### src/core/irq_params.svh
// Purpose: constants of the converter interrupt logic
// Assumes: register index times four is the APB byte address
// Notes: definitions only
`ifndef IRQ_PARAMS_SVH
`define IRQ_PARAMS_SVH

// register indices
`define IDX_CFG        8'h32
`define IDX_MASK       8'h33
`define IDX_FLAG       8'h36
`define IDX_IRQ_STAT   8'h40
`define IDX_IRQ_MASK   8'h41

// alert configuration fields
`define CFG_POL_BIT    7
`define CFG_MODE_HI    6
`define CFG_MODE_LO    5
`define CFG_FILT_BIT   2
`define CFG_WMASK      8'he4
`define CFG_RST        8'h00

// alert modes
`define MODE_LEVEL     2'h0
`define MODE_RSVD      2'h1
`define MODE_REPEAT    2'h2
`define MODE_ONESHOT   2'h3

// event bits
`define EV_ASP_BIT     7
`define EV_PLL_BIT     6
`define FLAG_VALID     8'hc0
`define FLAG_RST       8'h00
`define MASK_RST       8'hff

// interrupt status and mask (bit0 port clock error, bit1 lock)
`define IRQ_W          2
`define IRQ_STAT_RST   2'h0
`define IRQ_MASK_RST   2'h0

// timing
`define CLK_KHZ        250000
`define ALERT_ON_MS    2
`define ALERT_PERIOD_MS 4
`define TICK_W         20
`define MS_CNT_W       3

`endif

### src/core/irq_pkg.sv
// Purpose: types of the converter interrupt logic
// Assumes: irq_params.svh supplies the numbers
// Notes: apb request travels as one struct
package irq_pkg;

  typedef struct packed {
    logic        sel;
    logic        enable;
    logic        write;
    logic [11:0] addr;
    logic [31:0] wdata;
  } apb_req_t;

  typedef enum logic [1:0] {
    ALERT_IDLE,
    ALERT_ON,
    ALERT_OFF
  } alert_state_t;

  // word index of a byte address, all ones when misaligned
  function automatic logic [7:0] reg_index(input logic [11:0] addr);
    reg_index = (addr[1:0] == 2'h0) ? addr[9:2] : 8'hff;
  endfunction

endpackage

### src/core/ms_tick.sv
// Purpose: one-cycle enable every millisecond
// Assumes: restart realigns the count to zero
// Notes: period is a parameter so simulation can shorten it
`timescale 1ns/10ps
`default_nettype none
`include "irq_params.svh"

module ms_tick #(
  parameter logic [`TICK_W-1:0] TICK_CYCLES = `TICK_W'(`CLK_KHZ)
) (
  // clock and reset
  input  wire logic sys_clk,
  input  wire logic rst_n,
  // control
  input  wire logic restart,
  output logic      tick
);

  logic [`TICK_W-1:0] cnt_r;

  always_ff @(posedge sys_clk or negedge rst_n) begin
    if (!rst_n) begin
      cnt_r <= '0;
      tick  <= 1'b0;
    end else if (restart) begin
      cnt_r <= '0;
      tick  <= 1'b0;
    end else if (cnt_r == TICK_CYCLES - `TICK_W'(1)) begin
      cnt_r <= '0;
      tick  <= 1'b1;
    end else begin
      cnt_r <= cnt_r + `TICK_W'(1);
      tick  <= 1'b0;
    end
  end

endmodule // ms_tick
`default_nettype wire

### src/core/apb_port.sv
// Purpose: apb slave front end, zero wait states
// Assumes: read data and hit are valid in the setup cycle
// Notes: strobes fire at the completing access edge
`timescale 1ns/10ps
`default_nettype none

module apb_port
  import irq_pkg::*;
(
  // clock and reset
  input  wire logic        sys_clk,
  input  wire logic        rst_n,
  // bus side
  input  wire apb_req_t    req,
  output logic             pready,
  output logic [31:0]      prdata,
  output logic             pslverr,
  // register side
  input  wire logic [31:0] rdata,
  input  wire logic        hit,
  output logic             wr_stb,
  output logic             rd_stb
);

  logic done;

  assign done   = req.sel & req.enable & pready;
  assign wr_stb = done & req.write & ~pslverr;
  assign rd_stb = done & ~req.write & ~pslverr;

  // read data captured at setup so clear-on-read clears exactly what was shown
  always_ff @(posedge sys_clk or negedge rst_n) begin
    if (!rst_n) begin
      pready  <= 1'b0;
      prdata  <= 32'h0000_0000;
      pslverr <= 1'b0;
    end else if (req.sel & ~req.enable) begin
      pready  <= 1'b1;
      prdata  <= (hit & ~req.write) ? rdata : 32'h0000_0000;
      pslverr <= ~hit;
    end else if (done) begin
      pready  <= 1'b0;
      pslverr <= 1'b0;
    end
  end

endmodule // apb_port
`default_nettype wire

### src/core/audio_adc_irq_logic.sv
// Purpose: event latches, masks and alert pin of the converter
// Assumes: event inputs are asynchronous levels, a rise is one event
// Notes: apb registers plus a sticky interrupt status with w1c
//
// Decided for this implementation: register access over APB.
`timescale 1ns/10ps
`default_nettype none
`include "irq_params.svh"

// Functional notes
// [RL1] mode 0: alert held while unmasked flag set
// [RL2] mode 2: 2 ms on per 4 ms while pending
// [RL3] mode 3: one 2 ms pulse per unmasked event
// [RL4] filter 0: flag read shows all events
// [RL5] filter 1: flag read hides masked events
// [RL6] mask bit 7 gates port clock error
// [RL7] mask bit 6 gates lock event
// [RL8] mask resets to all ones, all writable
// [RL9] flag bit 7 latches port clock error
// [RL10] flag bit 6 latches lock; reset zero
// [RL11] config bit 7 selects alert polarity
// [RL12] flag read clears; simultaneous event survives
// [RL13] events latch regardless of mask
module audio_adc_irq_logic
  import irq_pkg::*;
#(
  parameter logic [`TICK_W-1:0] TICK_CYCLES = `TICK_W'(`CLK_KHZ)
) (
  // clock and reset
  input  wire logic        sys_clk,
  input  wire logic        rst_n,
  // apb
  input  wire logic        psel,
  input  wire logic        penable,
  input  wire logic        pwrite,
  input  wire logic [11:0] paddr,
  input  wire logic [31:0] pwdata,
  output logic [31:0]      prdata,
  output logic             pready,
  output logic             pslverr,
  // event sources
  input  wire logic        asp_clk_err_in,
  input  wire logic        pll_lock_in,
  // outputs
  output logic             alert_out,
  output logic             irq_out
);

  apb_req_t           req;
  logic [7:0]         idx;
  logic [31:0]        rdata;
  logic               hit;
  logic               wr_stb;
  logic               rd_stb;
  logic [7:0]         cfg_r;
  logic [7:0]         mask_r;
  logic [7:0]         flag_r;
  logic [7:0]         flag_nxt;
  logic [7:0]         ev_set;
  logic [`IRQ_W-1:0]  istat_r;
  logic [`IRQ_W-1:0]  imask_r;
  logic [1:0]         ev_in;
  logic [1:0]         filt_r;
  logic [1:0]         prev_r;
  logic [1:0]         mode;
  logic               pending;
  logic               new_ev;
  logic               tick;
  logic               restart;
  logic               act_nxt;
  logic               act_r;
  alert_state_t       st_r;
  logic [`MS_CNT_W-1:0] ms_r;

  assign req   = '{sel: psel, enable: penable, write: pwrite, addr: paddr, wdata: pwdata};
  assign idx   = reg_index(paddr);
  assign mode  = cfg_r[`CFG_MODE_HI:`CFG_MODE_LO];
  assign ev_in = {asp_clk_err_in, pll_lock_in};

  // three-stage synchronisers; a level counts once stages two and three agree
  genvar g;
  generate
    for (g = 0; g < 2; g++) begin : g_sync
      logic [2:0] s_r;
      always_ff @(posedge sys_clk or negedge rst_n) begin
        if (!rst_n) begin
          s_r       <= 3'h0;
          filt_r[g] <= 1'b0;
          prev_r[g] <= 1'b0;
        end else begin
          s_r       <= {s_r[1:0], ev_in[g]};
          prev_r[g] <= filt_r[g];
          if (s_r[1] == s_r[2])
            filt_r[g] <= s_r[2];
        end
      end
    end
  endgenerate

  always_comb begin
    ev_set              = 8'h00;
    ev_set[`EV_ASP_BIT] = filt_r[1] & ~prev_r[1];
    ev_set[`EV_PLL_BIT] = filt_r[0] & ~prev_r[0];
  end

  assign pending = |(flag_r & ~mask_r & `FLAG_VALID); // see [RL6] see [RL7]
  assign new_ev  = |(ev_set & ~mask_r);

  // register read mux and decode
  always_comb begin
    hit   = 1'b1;
    rdata = 32'h0000_0000;
    case (idx)
      `IDX_CFG:      rdata[7:0] = cfg_r;
      `IDX_MASK:     rdata[7:0] = mask_r;
      `IDX_FLAG: begin
        if (cfg_r[`CFG_FILT_BIT])
          rdata[7:0] = flag_r & ~mask_r; // see [RL5]
        else
          rdata[7:0] = flag_r; // see [RL4]
      end
      `IDX_IRQ_STAT: rdata[`IRQ_W-1:0] = istat_r;
      `IDX_IRQ_MASK: rdata[`IRQ_W-1:0] = imask_r;
      default:       hit = 1'b0;
    endcase
  end

  apb_port u_apb (
    .sys_clk (sys_clk),
    .rst_n   (rst_n),
    .req     (req),
    .pready  (pready),
    .prdata  (prdata),
    .pslverr (pslverr),
    .rdata   (rdata),
    .hit     (hit),
    .wr_stb  (wr_stb),
    .rd_stb  (rd_stb)
  );

  // configuration; reserved bits stay zero
  always_ff @(posedge sys_clk or negedge rst_n) begin
    if (!rst_n)
      cfg_r <= `CFG_RST;
    else if (wr_stb && idx == `IDX_CFG)
      cfg_r <= pwdata[7:0] & `CFG_WMASK;
  end

  always_ff @(posedge sys_clk or negedge rst_n) begin
    if (!rst_n)
      mask_r <= `MASK_RST; // see [RL8]
    else if (wr_stb && idx == `IDX_MASK)
      mask_r <= pwdata[7:0]; // see [RL8]
  end

  // clear only what the read returned; a new event in that cycle wins
  always_comb begin
    flag_nxt = flag_r;
    if (rd_stb && idx == `IDX_FLAG)
      flag_nxt = flag_nxt & ~prdata[7:0]; // see [RL12]
    flag_nxt = flag_nxt | ev_set; // see [RL9] see [RL10] see [RL13]
  end

  always_ff @(posedge sys_clk or negedge rst_n) begin
    if (!rst_n)
      flag_r <= `FLAG_RST; // see [RL10]
    else
      flag_r <= flag_nxt;
  end

  // sticky status, write one to clear, set wins
  always_ff @(posedge sys_clk or negedge rst_n) begin
    if (!rst_n) begin
      istat_r <= `IRQ_STAT_RST;
      imask_r <= `IRQ_MASK_RST;
    end else begin
      if (wr_stb && idx == `IDX_IRQ_MASK)
        imask_r <= pwdata[`IRQ_W-1:0];
      istat_r <= (istat_r & ~((wr_stb && idx == `IDX_IRQ_STAT) ?
                 pwdata[`IRQ_W-1:0] : `IRQ_W'(0)))
                 | {ev_set[`EV_PLL_BIT], ev_set[`EV_ASP_BIT]};
    end
  end

  always_ff @(posedge sys_clk or negedge rst_n) begin
    if (!rst_n)
      irq_out <= 1'b0;
    else
      irq_out <= |(istat_r & imask_r);
  end

  // pulse timing: millisecond enable, restarted when a pulse starts from idle or a one-shot pulse retriggers
  assign restart = (st_r == ALERT_IDLE) ? ((mode == `MODE_REPEAT) & pending) |
                   ((mode == `MODE_ONESHOT) & new_ev) :
                   ((st_r == ALERT_ON) & (mode == `MODE_ONESHOT) & new_ev);

  ms_tick #(.TICK_CYCLES(TICK_CYCLES)) u_tick (
    .sys_clk (sys_clk),
    .rst_n   (rst_n),
    .restart (restart),
    .tick    (tick)
  );

  // pulse sequencer; a retrigger during a one-shot pulse restarts it
  always_ff @(posedge sys_clk or negedge rst_n) begin
    if (!rst_n) begin
      st_r <= ALERT_IDLE;
      ms_r <= '0;
    end else begin
      case (st_r)
        ALERT_IDLE: begin
          ms_r <= '0;
          if (restart)
            st_r <= ALERT_ON; // see [RL2] see [RL3]
        end
        ALERT_ON: begin
          if (restart)
            ms_r <= '0;
          else if (mode == `MODE_REPEAT && !pending) begin
            st_r <= ALERT_IDLE;
            ms_r <= '0;
          end else if (tick && ms_r == `MS_CNT_W'(`ALERT_ON_MS - 1)) begin
            ms_r <= '0;
            st_r <= (mode == `MODE_REPEAT) ? ALERT_OFF : ALERT_IDLE; // see [RL3]
          end else if (tick)
            ms_r <= ms_r + `MS_CNT_W'(1);
        end
        ALERT_OFF: begin
          if (mode != `MODE_REPEAT || !pending) begin
            st_r <= ALERT_IDLE;
            ms_r <= '0;
          end else if (tick &&
                       ms_r == `MS_CNT_W'(`ALERT_PERIOD_MS - `ALERT_ON_MS - 1)) begin
            ms_r <= '0;
            st_r <= ALERT_ON; // see [RL2]
          end else if (tick)
            ms_r <= ms_r + `MS_CNT_W'(1);
        end
        default: begin
          st_r <= ALERT_IDLE;
          ms_r <= '0;
        end
      endcase
    end
  end

  // reserved mode never asserts
  always_comb begin
    case (mode)
      `MODE_LEVEL:   act_nxt = pending; // see [RL1]
      `MODE_REPEAT:  act_nxt = (st_r == ALERT_ON) & pending;
      `MODE_ONESHOT: act_nxt = (st_r == ALERT_ON);
      default:       act_nxt = 1'b0;
    endcase
  end

  always_ff @(posedge sys_clk or negedge rst_n) begin
    if (!rst_n) begin
      act_r     <= 1'b0;
      alert_out <= 1'b1;
    end else begin
      act_r     <= act_nxt;
      alert_out <= cfg_r[`CFG_POL_BIT] ? act_nxt : ~act_nxt; // see [RL11]
    end
  end

  // checks
  property p_level_mode;
    @(posedge sys_clk) disable iff (!rst_n)
      (mode == `MODE_LEVEL && pending) |=> act_r;
  endproperty
  a_level_mode: assert property (p_level_mode) // see [RL1]
    else $error("level mode alert not asserted");

  property p_polarity;
    @(posedge sys_clk) disable iff (!rst_n)
      ##1 (alert_out == ($past(cfg_r[`CFG_POL_BIT]) ? act_r : ~act_r));
  endproperty
  a_polarity: assert property (p_polarity) // see [RL11]
    else $error("alert pin polarity wrong");

  property p_repeat_stops;
    @(posedge sys_clk) disable iff (!rst_n)
      (mode == `MODE_REPEAT && !pending) |=> !act_r;
  endproperty
  a_repeat_stops: assert property (p_repeat_stops) // see [RL2]
    else $error("repeat alert active without pending event");

  property p_oneshot_start;
    @(posedge sys_clk) disable iff (!rst_n)
      (mode == `MODE_ONESHOT && new_ev && $stable(cfg_r)) |=> ##1 act_r;
  endproperty
  a_oneshot_start: assert property (p_oneshot_start) // see [RL3]
    else $error("one-shot pulse missing");

  property p_masked_quiet;
    @(posedge sys_clk) disable iff (!rst_n)
      (mode == `MODE_LEVEL && (flag_r & ~mask_r & `FLAG_VALID) == 8'h00) |=> !act_r;
  endproperty
  a_masked_quiet: assert property (p_masked_quiet) // see [RL6]
    else $error("masked event drove the alert");

  property p_latch;
    @(posedge sys_clk) disable iff (!rst_n)
      (ev_set[`EV_ASP_BIT]) |=> flag_r[`EV_ASP_BIT];
  endproperty
  a_latch: assert property (p_latch) // see [RL9]
    else $error("port clock error not latched");

  property p_read_clear;
    @(posedge sys_clk) disable iff (!rst_n)
      (rd_stb && idx == `IDX_FLAG && ev_set == 8'h00)
        |=> (flag_r & $past(prdata[7:0])) == 8'h00;
  endproperty
  a_read_clear: assert property (p_read_clear) // see [RL12]
    else $error("flag read did not clear shown bits");

  property p_filter;
    @(posedge sys_clk) disable iff (!rst_n)
      (psel && !penable && !pwrite && idx == `IDX_FLAG && cfg_r[`CFG_FILT_BIT])
        |=> (prdata[7:0] & $past(mask_r)) == 8'h00;
  endproperty
  a_filter: assert property (p_filter) // see [RL5]
    else $error("masked flag visible in filtered read");

  property p_irq;
    @(posedge sys_clk) disable iff (!rst_n)
      (|(istat_r & imask_r)) |=> irq_out;
  endproperty
  a_irq: assert property (p_irq)
    else $error("interrupt output not raised");

  c_repeat: cover property (@(posedge sys_clk) disable iff (!rst_n)
    st_r == ALERT_OFF ##1 st_r == ALERT_ON);
  c_oneshot: cover property (@(posedge sys_clk) disable iff (!rst_n)
    mode == `MODE_ONESHOT && act_r);
  c_clear: cover property (@(posedge sys_clk) disable iff (!rst_n)
    rd_stb && idx == `IDX_FLAG && prdata[7:0] != 8'h00);
  c_irq: cover property (@(posedge sys_clk) disable iff (!rst_n) irq_out);

endmodule // audio_adc_irq_logic
`default_nettype wire

### config.mk
export PLATFORM = sky130hd
export DESIGN_NAME = audio_adc_irq_logic
export DESIGN_NICKNAME = d
export VERILOG_FILES = /design/src/core/irq_pkg.sv /design/src/core/ms_tick.sv /design/src/core/apb_port.sv /design/src/core/audio_adc_irq_logic.sv
export VERILOG_INCLUDE_DIRS = /design/src /design/src/core
export SDC_FILE = /design/constraint.sdc
export NUM_CORES = 1
export LEC_CHECK = 0
export BUFFER_PORTS_ARGS = -buffer_cell sky130_fd_sc_hd__buf_4
export CORE_ASPECT_RATIO = 0.75
export CORE_UTILIZATION = 55
export DETAILED_ROUTE_END_ITERATION = 8
export GPL_TIMING_DRIVEN = 0
export MAX_ROUTING_LAYER = met4
export PLACE_DENSITY = 0.92
export SYNTH_ARGS = -nofsm -noshare
export SYNTH_HDL_FRONTEND = slang
export SYNTH_SLANG_ARGS = --single-unit
### constraint.sdc
create_clock -name sys_clk -period 3.25 [get_ports sys_clk]
set_input_delay 0 -clock sys_clk [delete_from_list [all_inputs] [get_ports sys_clk]]
set_output_delay 0 -clock sys_clk [all_outputs]
set_load 0.01 [all_outputs]
### After elaboration in Yosys (flattened, before gate mapping)

Cells that the tools add are included.

| cells by class | value |
|---|---|
| $mul | 0 |
| add/sub/neg operators | 2 |
| shift operators | 0 |
| bitwise operators | 33 |
| multiplexer cells | 32 |
| equal/unequal tests | 18 |
| $lt $le $gt $ge | 0 |
| reductions and logical operators | 18 |
| div/mod/pow operators | 0 |

Operator list:

| kind | count |
|---|---|
| 2-to-1 mux 20 bit | 2 |
| 2-to-1 mux 8 bit | 4 |
| bitwise AND 8 bit | 3 |
| == test 8 x 6 -> 1 bit (second input constant) | 3 |
| adder 20 x 1 -> 20 bit (second input constant) | 1 |
| == test 20 x 18 -> 1 bit (second input constant) | 1 |
| one-hot mux 6 bit (3 select lines) | 1 |
| == test 8 x 7 -> 1 bit (second input constant) | 2 |
| 2-to-1 mux 2 bit | 8 |
| inverter 8 bit | 2 |
| bitwise AND 1 bit | 15 |
| 2-to-1 mux 3 bit | 5 |
| 2-to-1 mux 1 bit | 8 |
| bitwise OR 8 bit | 1 |
| one-hot mux 2 bit (4 select lines) | 1 |
| OR reduction 8 bit | 1 |
| logical AND 1 bit | 7 |
| inverter 1 bit | 7 |
| == test 2 bit (second input constant) | 3 |
| zero test 2 bit | 3 |
| != test 2 bit (second input constant) | 3 |
| != test 3 bit (second input constant) | 2 |
| one-hot mux 2 bit (3 select lines) | 1 |
| one-hot mux 3 bit (2 select lines) | 1 |
| 15 further kinds | 18 |

| word-level totals | value |
|---|---|
| input port bits | 51 |
| latch bits | 0 |
| register bits after elaboration | 96 |
| output and inout port bits | 36 |
| memory bits (writable) | 0 |
| memories | 0 |
| memory bits (read-only) | 0 |

### Logic depth before layout (Yosys ltp)

Gate-level depths: netlist (run 1).

| depth | value |
|---|---|
| depth after elaboration | 9 |
| gate-level depth with buffers | 7 |
| depth with buffers taken out | 7 |

### Hierarchy

From an unflattened synthesis (run 1), not the netlist that was laid out.

| unflattened totals | value |
|---|---|
| cell total of the unflattened synthesis | 361 |
| area total of the unflattened synthesis | 4296.6 um^2 |

By module, submodules not included:

| module | cells an instance | seq. area each (um^2) | area an instance (um^2) | instances |
|---|---|---|---|---|
| audio_adc_irq_logic | 170 | 1037.2 | 2009.4 | 1 |
| apb_port | 84 | 850.8 | 1258.7 | 1 |
| ms_tick | 107 | 525.5 | 1028.5 | 1 |

### Worst setup path before layout (run 1)

OpenSTA, ideal clock, no wires.

| timing | value |
|---|---|
| kind | flip-flop to flip-flop |
| start | reg u_apb.pslverr |
| end | reg mask_r[0] |
| clock period less this slack | 1.924 ns |
| required time | 3.168 ns |
| library setup time | 0.082 ns |
| cell stages (with the launch flop) | 5 |
| path buffers | 0 |
| arrival | 1.842 ns |
| path slack | 1.326 ns |
| cells stage by stage | dfrtp_1 > nand4b_1 > or2_2 > nor4_4 > mux2_2 |

| between the ends | value |
|---|---|
| cells in the longest elaborated chain, start to end | 3 |

Ends and longest elaborated chain:

| what | line | RTL |
|---|---|---|
| start, declared | apb_port.sv:17 | `output logic pslverr,` |
| start signal, assigned | apb_port.sv:40 | `pslverr <= ~hit;` |
| inverter 1 bit | apb_port.sv:28 | `assign wr_stb = done & req.write & ~pslverr;` |
| bitwise AND 1 bit | apb_port.sv:28 |  |
| logical AND 1 bit (no line) | -- |  |
| end signal, assigned | audio_adc_irq_logic.sv:151 | `` mask_r <= `MASK_RST; `` |
| end signal, assigned | audio_adc_irq_logic.sv:153 | `mask_r <= pwdata[7:0];` |
| end, declared | audio_adc_irq_logic.sv:56 | `logic [7:0] mask_r;` |

Every way passes these cells.
A chain may end at the register's enable or synchronous reset.

### Worst setup path after layout (run 1)

| timing | value |
|---|---|
| start | reg u_apb.pslverr |
| end | reg cfg_r[6] |

| between the ends | value |
|---|---|
| cells in the longest elaborated chain, start to end | 3 |

Ends and longest elaborated chain:

| what | line | RTL |
|---|---|---|
| inverter 1 bit | apb_port.sv:28 |  |
| bitwise AND 1 bit | apb_port.sv:28 |  |
| logical AND 1 bit (no line) | -- |  |
| end signal, assigned | audio_adc_irq_logic.sv:144 | `` cfg_r <= `CFG_RST; `` |
| end signal, assigned | audio_adc_irq_logic.sv:146 | `` cfg_r <= pwdata[7:0] & `CFG_WMASK; `` |
| end, declared | audio_adc_irq_logic.sv:55 | `logic [7:0] cfg_r;` |

Every way passes these cells.

==> results.txt, run 1 <==
Result of the run - finished clean
Post-detail-place hpwl - 5.27 mm
Average cell area after synthesis - 10.8 µm²
Initial core utilization - 59.0%
1st-pass router iterations - 5
Required time worst endpoint - 3490 ps
Max-slew violations - 0
PD cells - 445 nW/µm²
Number of buffers inserted by post-CTS setup repair - 0
Yosys Warn Count - 0
Count of flip-flops with a built-in enable after synthesis - 0
Ant diodes - 0
Class of the most critical setup path - flop to flop
Post-cts sizing count - 0
Average routed wire per standard cell - 15.8 µm
Post-layout nets - 470
Source-to-sink clock delay at the later pin of the worst-skew pair - 360 ps
Register clock-pin slew on the reported worst setup and hold paths - 90 ps
Std-Cell Rows - 24
Type of element launching the critical path - flop
Proportion of synthesized flip-flops having asynchronous set or reset - 100%
Number of vias in the routed layout - 2736
Clk buf depth - 2
CTS tree - done
Die Height - 71.7 µm
Ratio of cells with drive above 1 in the final layout - 26.9%
Post-Syn Instances - 331
Setup repair after global routing missed its margin - no
Top achievable clock speed - 0.446 GHz
Setup TNS - 0 ps
Post-synth top flop - sky130_fd_sc_hd__dfrtp_1
Maximum number of pins on one net before global-route repair - 73
Commonest non-fill, non-tap cell in the layout - sky130_fd_sc_hd__dfrtp_1
Area of the mapped netlist - 3560 µm²
Unique masters post-synth - 45
Period utilization - 69.0%
Die X-Extent - 94.9 µm
Count of filler cells inserted in the layout - 429
Worst slew margin - 41.2%
Critical path peak fanout - 4
Number of I/O pins - 87
Leading cell types in the layout, fill and taps excluded - 63 x sky130_fd_sc_hd__dfrtp_1, 59 x sky130_fd_sc_hd__buf_4, 35 x sky130_fd_sc_hd__nor2_1, 26 x sky130_fd_sc_hd__nand2_1, 24 x sky130_fd_sc_hd__conb_1
Actual slew at the worst max-slew pin - 882 ps
Wire length of the first global-routing pass - 12.7 mm
Vias in the first global route - 2731
Layout overhead on the synthesized area - 21.5%
Synthesized flop and latch total - 72
Cell at the root of the clock tree - sky130_fd_sc_hd__clkbuf_8
Die Area - 6800 µm²
Share of the core filled with cells - 71.6%
Standby leakage power - 2.03 nW
Number of clock buffers inserted by TritonCTS - 9
Final Critical Period - 2240 ps
Number of H-tree branching levels - 3
Final ANT Viol Nets - 0
Number of DRC violations after detailed routing - 0
Worst min-delay path category - input pin to flop
Total detailed-routing wirelength - 7.82 mm
Antenna violations before repair - 0
Detail-routed via count per cell - 5.53
Clock skew after layout - 18.8 ps
Proportion of synthesized chip area in sequential cells - 50.9%
Port bufs - 35
Data arrival time of the critical path - 2480 ps
# setup viols final - 0
Number of DRC markers after the initial detailed-route iteration - 201
FF-to-FF setup slack - 1010 ps
TritonCTS Sinks - 72
Remaining global-route overflow - 0
Global placer's final weighted congestion - 0.867
Worst ir drop on vdd - 0.000331 V
Reported max-cap violation count - 0
Critical Path End Type - flop
Placeable Area - 6040 µm²
Overall track demand over capacity in global routing - 25.7%
Hold Vio Cnt, Final - 0
[cell type report]
class	count	area [µm²]	share of cell area, %
clock inverters	5	56.3	1.30
multi-input cells	238	1580	36.4
well taps	78	97.6	2.26
clock buffers	11	141	3.27
repair buffers	47	383	8.85
inverters	13	48.8	1.13
flip-flops and latches	72	1810	41.9
plain buffers	31	209	4.83
[cells by family after synthesis]
family | Yosys count | synth area share, %
multiplexers | 18 | 5.69
AO/OA/AOI/OAI | 50 | 10.3
flip-flops | 72 | 50.9
other | 1 | 0.105
buffers and inverters | 44 | 7.24
adder cells (fa/ha/maj) | 9 | 3.02
AND/OR/NAND/NOR | 116 | 17.6
XOR/XNOR | 21 | 5.17
[registers in the layout, summed over array words and instances, names as in the netlist, 3 cells and up]
register	flops
u_apb.prdata	8
u_tick.cnt_r	20
ms_r	3
cfg_r	4
g_sync.s_r	6
flag_r	8
mask_r	8
[path summary, 6_finish.rpt]
| check | from | to | depth (start not counted) |
|---|---|---|---|
| min | pwrite | u_apb.prdata[1] | 3 |
| max in group asynchronous | rst_n | u_apb.prdata[1] | 2 |
| max | u_apb.pslverr | cfg_r[6] | 4 |
| min reg2reg | g_sync[0].s_r[0] | g_sync[0].s_r[1] | 0 |
| min in group asynchronous | rst_n | flag_r[1] | 2 |
| max reg2reg | u_apb.pslverr | cfg_r[6] | 4 |
[per-layer routing]
| layer | share of wire, % | wire length [µm] | global-route usage [%] |
|---|---|---|---|
| met1 | 41 | 3200 | 31.0 |
| met2 | 50 | 3890 | 40.4 |
| met3 | 7.6 | 598 | 7.64 |
| met4 | 1.7 | 133 | 10.6 |
| met5 | 0 | 0 | - |
[metrics by stage]
stage | hold WS, ps | instances | power, W | cell area (µm²) | setup slack, ps
6_report | 22.7 | 495 | 0.00192 | 4320 | 1010
5_1_grt | 55.5 | 495 | 0.00200 | 4320 | 947
4_1_cts | 5.68 | 495 | 0.00193 | 4320 | 1030
3_5_place_dp | 111 | 467 | 0.00121 | 4010 | 1070
3_3_place_gp | 111 | 467 | 0.00120 | 4010 | 1130
2_1_floorplan | -296 | 354 | 0.00112 | 3650 | 1330
[critical path, stage by stage (launching register included)]
cell and delay, ps:
sky130_fd_sc_hd__dfrtp_1 410, sky130_fd_sc_hd__nand4b_1 280, sky130_fd_sc_hd__or2_2 390, sky130_fd_sc_hd__nor4b_2 620, sky130_fd_sc_hd__mux2_2 420
[power by group]
part           internal [W]  switching [W]  leakage [nW]
Clock              0.000374       0.000342        0.0993
Sequential         0.000930      0.0000374         0.910
Combinational      0.000112       0.000127          1.02
[synth_stat cells, types with 7 or more instances]
| cell type | n | share of area [%] |
|---|---|---|
| sky130_fd_sc_hd__dfrtp_1 | 63 | 44 |
| sky130_fd_sc_hd__nor2_1 | 35 | 3.7 |
| sky130_fd_sc_hd__nand2_1 | 26 | 2.7 |
| sky130_fd_sc_hd__buf_4 | 24 | 5.1 |
| sky130_fd_sc_hd__mux2_2 | 18 | 5.7 |
| sky130_fd_sc_hd__nand3_1 | 16 | 2.2 |
| sky130_fd_sc_hd__inv_1 | 13 | 1.4 |
| sky130_fd_sc_hd__o21ai_0 | 11 | 1.5 |
| sky130_fd_sc_hd__xnor2_1 | 11 | 2.7 |
| sky130_fd_sc_hd__xor2_1 | 10 | 2.5 |
| sky130_fd_sc_hd__dfstp_2 | 9 | 6.6 |
| sky130_fd_sc_hd__a22o_1 | 7 | 1.7 |
| sky130_fd_sc_hd__ha_1 | 7 | 2.5 |
| sky130_fd_sc_hd__nand4_1 | 7 | 1.2 |
[what timing repair did]
item	in CTS	in global routing
setup endpoints to repair	0	0
hold endpoints to repair	83	0
hold buffers	12	0
No activity file was read; power rests on OpenSTA's default activity.
==> run 2, diff against run 1 <==
ABC_AREA = 1   (was unset)
CORE_UTILIZATION = 49   (was 55)
PLACE_DENSITY = 0.86   (was 0.92)
clock period = 1.9 ns   (was 3.25 ns; I/O delays follow)
==> results.txt, run 2 <==
Pre-CTS worst setup slack - 151 ps (was 1070 ps)
Crit path launch - mask_r[7] (was u_apb.pslverr)
# setup viols final - 0 (unchanged)
Cell with the largest stage delay on the worst path - sky130_fd_sc_hd__dfstp_2 (was sky130_fd_sc_hd__nor4b_2)
Cell taking the most area after synthesis - sky130_fd_sc_hd__dfrtp_1 (unchanged)
Post-Syn Instances - 483 (was 331)
Most used cell, CP - sky130_fd_sc_hd__nand2_1
Die Area - 8290 µm² (was 6800 µm²)
1st-pass router iterations - 6 (was 5)
Critical Path End Type - flop (unchanged)
Commonest non-fill, non-tap cell in the layout - sky130_fd_sc_hd__nand2_1 (was sky130_fd_sc_hd__dfrtp_1)
TritonCTS Sinks - 72 (unchanged)
Reported max-cap violation count - 0 (unchanged)
Most area-consuming cells after synthesis - sky130_fd_sc_hd__dfrtp_1 41%, sky130_fd_sc_hd__nand2_1 10%, sky130_fd_sc_hd__nor2_1 6.9% (was sky130_fd_sc_hd__dfrtp_1 44%, sky130_fd_sc_hd__dfstp_2 6.6%, sky130_fd_sc_hd__mux2_2 5.7%)
Layout overhead on the synthesized area - 21.2% (was 21.5%)
Vias in the first global route - 3058 (was 2731)
Cell types with the highest counts after synthesis - 104 x sky130_fd_sc_hd__nand2_1, 71 x sky130_fd_sc_hd__nor2_1, 63 x sky130_fd_sc_hd__dfrtp_1, 63 x sky130_fd_sc_hd__inv_1, 36 x sky130_fd_sc_hd__nand3_1 (was 63 x sky130_fd_sc_hd__dfrtp_1, 35 x sky130_fd_sc_hd__nor2_1, 26 x sky130_fd_sc_hd__nand2_1)
WP buf/inv - 2 (was 0)
Detail-routed via count per cell - 5.14 (was 5.53)
Wire length of the first global-routing pass - 14.3 mm (was 12.7 mm)
FF-to-FF setup slack - 160 ps (was 1010 ps)
Worst slew margin - 41.9% (was 41.2%)
CTS tree - done (unchanged)
Register with the most flip-flops - u_tick.cnt_r (unchanged)
Worst min-delay path startpoint - paddr[4] (was pwrite)
Class of the most critical setup path - flop to flop (unchanged)
Type of element launching the critical path - flop (unchanged)
Die Height - 79.1 µm (was 71.7 µm)
Synthesized flop and latch total - 72 (unchanged)
Number of DRC markers after the initial detailed-route iteration - 296 (was 201)
Initial core utilization - 51.8% (was 59.0%)
Register clock-pin slew on the reported worst setup and hold paths - 80 ps (was 90 ps)
Area of the mapped netlist - 3880 µm² (was 3560 µm²)
Result of the run - finished clean (unchanged)
Cell at the root of the clock tree - sky130_fd_sc_hd__clkbuf_8 (unchanged)
Required time worst endpoint - 2160 ps (was 3490 ps)
Reg area - 1810 µm² (unchanged)
Total detailed-routing wirelength - 8.72 mm (was 7.82 mm)
Yosys Warn Count - 0 (unchanged)
Critical path peak fanout - 10 (was 4)
Multi-input combinational cell area - 1690 µm² (was 1580 µm²)
Number of non-filler instances in the completed layout - 673 (was 495)
Data arrival time of the critical path - 2000 ps (was 2480 ps)
Placeable Area - 7500 µm² (was 6040 µm²)
Final ANT Viol Nets - 0 (unchanged)
Count of filler cells inserted in the layout - 604 (was 429)
Post-synth top flop - sky130_fd_sc_hd__dfrtp_1 (unchanged)
Maximum number of pins on one net before global-route repair - 73 (unchanged)
Worst ir drop on vdd - 0.000569 V (was 0.000331 V)
Number of clock buffers inserted by TritonCTS - 9 (unchanged)
Worst min-delay path category - input pin to flop (unchanged)
Final worst slack - 163 ps (was 1010 ps)
Overall track demand over capacity in global routing - 22.7% (was 25.7%)
PD cells - 737 nW/µm² (was 445 nW/µm²)
Standby leakage power - 2.37 nW (was 2.03 nW)
Worst hold slack - 269 ps (was 22.7 ps)
Top achievable clock speed - 0.576 GHz (was 0.446 GHz)
Launching point of the worst reg2reg path - mask_r[7] (was u_apb.pslverr)
Hold Vio Cnt, Final - 0 (unchanged)
Number of H-tree branching levels - 3 (unchanged)
Top delay family on crit path - simple AND/OR/NAND/NOR gates (unchanged)
Cell depth of the worst setup path - 8 (was 4)
Std-Cell Rows - 27 (was 24)
Leading cell types in the layout, fill and taps excluded - 103 x sky130_fd_sc_hd__nand2_1, 70 x sky130_fd_sc_hd__nor2_1, 63 x sky130_fd_sc_hd__inv_1, 63 x sky130_fd_sc_hd__dfrtp_1, 60 x sky130_fd_sc_hd__buf_4 (was 63 x sky130_fd_sc_hd__dfrtp_1, 59 x sky130_fd_sc_hd__buf_4, 35 x sky130_fd_sc_hd__nor2_1, 26 x sky130_fd_sc_hd__nand2_1, 24 x sky130_fd_sc_hd__conb_1)
Post-detail-place hpwl - 6.20 mm (was 5.27 mm)
Max-slew violations - 0 (unchanged)
Number of vias in the routed layout - 3460 (was 2736)
Proportion of synthesized chip area in sequential cells - 46.7% (was 50.9%)
Final Power - 0.00347 W (was 0.00192 W)
Source-to-sink clock delay at the later pin of the worst-skew pair - 340 ps (was 360 ps)
Worst stage delay on the critical path - 570 ps (was 620 ps)
Ratio of cells with drive above 1 in the final layout - 18.9% (was 26.9%)
Final Critical Period - 1740 ps (was 2240 ps)
Number of I/O pins - 87 (unchanged)
Cells after DPL - 643 (was 467)
Critical-path cell list - inv_1 -> nand2_1 -> nand2_1 -> nand2_1 -> nand3_1 -> nand2_1 -> clkinvlp_4 -> nor3_1 (was nand4b_1 -> or2_2 -> nor4b_2 -> mux2_2)
Die X-Extent - 105 µm (was 94.9 µm)
Actual slew at the worst max-slew pin - 871 ps (was 882 ps)
Proportion of synthesized flip-flops having asynchronous set or reset - 100% (unchanged)
Yosys top cell area share - 40.6% (was 44.3%)
Average cell area after synthesis - 8.04 µm² (was 10.8 µm²)
Global placer's final weighted congestion - 0.913 (was 0.867)
Unique masters post-synth - 40 (was 45)
End of the worst register-to-register path - u_tick.cnt_r[5] (was cfg_r[6])
Most frequent cell after synthesis - sky130_fd_sc_hd__nand2_1 (was sky130_fd_sc_hd__dfrtp_1)
Period utilization - 91.4% (was 69.0%)
Critical path capture point - u_tick.cnt_r[5] (was cfg_r[6])
Post-layout nets - 625 (was 470)
Setup repair after global routing missed its margin - yes (was no)
Number of flip-flops in the largest register - 20 (unchanged)
Ant diodes - 0 (unchanged)
Clock skew after layout - 7.71 ps (was 18.8 ps)
Count of flip-flops with a built-in enable after synthesis - 0 (unchanged)
Remaining global-route overflow - 0 (unchanged)
Antenna violations before repair - 0 (unchanged)
Average routed wire per standard cell - 13.0 µm (was 15.8 µm)
Port bufs - 36 (was 35)
Clk buf depth - 2 (unchanged)
Number of DRC violations after detailed routing - 0 (unchanged)
R2R cell count - 8 (was 4)
-- run 2: cell count changes in the layout (fill, tap and decap cells not counted), sizes merged, moves of 7 or more --
cell / before / now
nand2: 26 / 105
inv: 13 / 63
nor2: 35 / 75
nand3: 16 / 38
mux2: 18 / 0
o21ai: 11 / 27
nor3: 3 / 11
xnor2: 11 / 3
a22o: 7 / 0
-- run 2: worst min-delay path by stage --
stage | end | depth (start not counted) | slack (ps)
final | flag_r[7] | 6 | 270
after global routing | g_sync[1].s_r[0] | 2 | 290
after CTS | imask_r[0] | 8 | 230
after detailed placement | g_sync[1].s_r[0] | 1 | 110
after global placement | g_sync[0].s_r[0] | 1 | 110
after floorplan | cfg_r[2] | 0 | -300
-- run 2: cell type report --
type,count,share of cell area [%]
flip-flops and latches,72,38.5
multi-input cells,339,36.0
repair buffers,50,8.72
inverters,66,5.45
plain buffers,29,4.57
clock buffers,11,2.79
well taps,101,2.69
clock inverters,5,1.25
-- run 2: what timing repair did --
item	CTS	global route
hold buffers	14	0
endpoints found under the setup margin	0	13
endpoints found under the hold margin	87	0
setup buffers	0	0
gates resized for setup	0	3
-- run 2: cells by family after synthesis --
kind of cell | synth area share (%)
simple gates | 27.8
fa+ha+maj | 2.77
flops | 46.7
xor+xnor | 2.26
compound gates | 8.31
other cells | 0.0966
buf+inv | 12.1
-- run 2: per-layer routing --
| metal | GRT usage [%] | routed length [µm] | up-vias |
|---|---|---|---|
| met5 | - | 0 | - |
| met1 | 30.2 | 3840 | 1596 |
| li1 | - | - | 1656 |
| met4 | 7.61 | 179 | 0 |
| met2 | 35.0 | 3910 | 182 |
| met3 | 4.93 | 793 | 26 |
-- run 2: worst min-delay path, cell delays in order --
cell and delay [ps]:
sky130_fd_sc_hd__buf_4 110, sky130_fd_sc_hd__nand3_1 70, sky130_fd_sc_hd__nor2_1 80, sky130_fd_sc_hd__nand3_1 160, sky130_fd_sc_hd__o21ai_0 100, sky130_fd_sc_hd__nand2_1 60
-- run 2: power by group --
| part | internal, W | switching [W] | total, W |
|---|---|---|---|
| Clock | 0.000607 | 0.000574 | 0.00118 |
| Combinational | 0.000227 | 0.000397 | 0.000623 |
| Sequential | 0.00161 | 0.0000538 | 0.00166 |
-- run 2: stage by stage --
stage               TNS (ps)  instance area (µm²)  utilization, %
floorplan                  0                 3970               -
finish                     0                 4700            62.7
CTS                        0                 4700            62.6
detailed placement         0                 4370            58.2
global placement           0                 4370            58.2
global route            -116                 4700            62.7
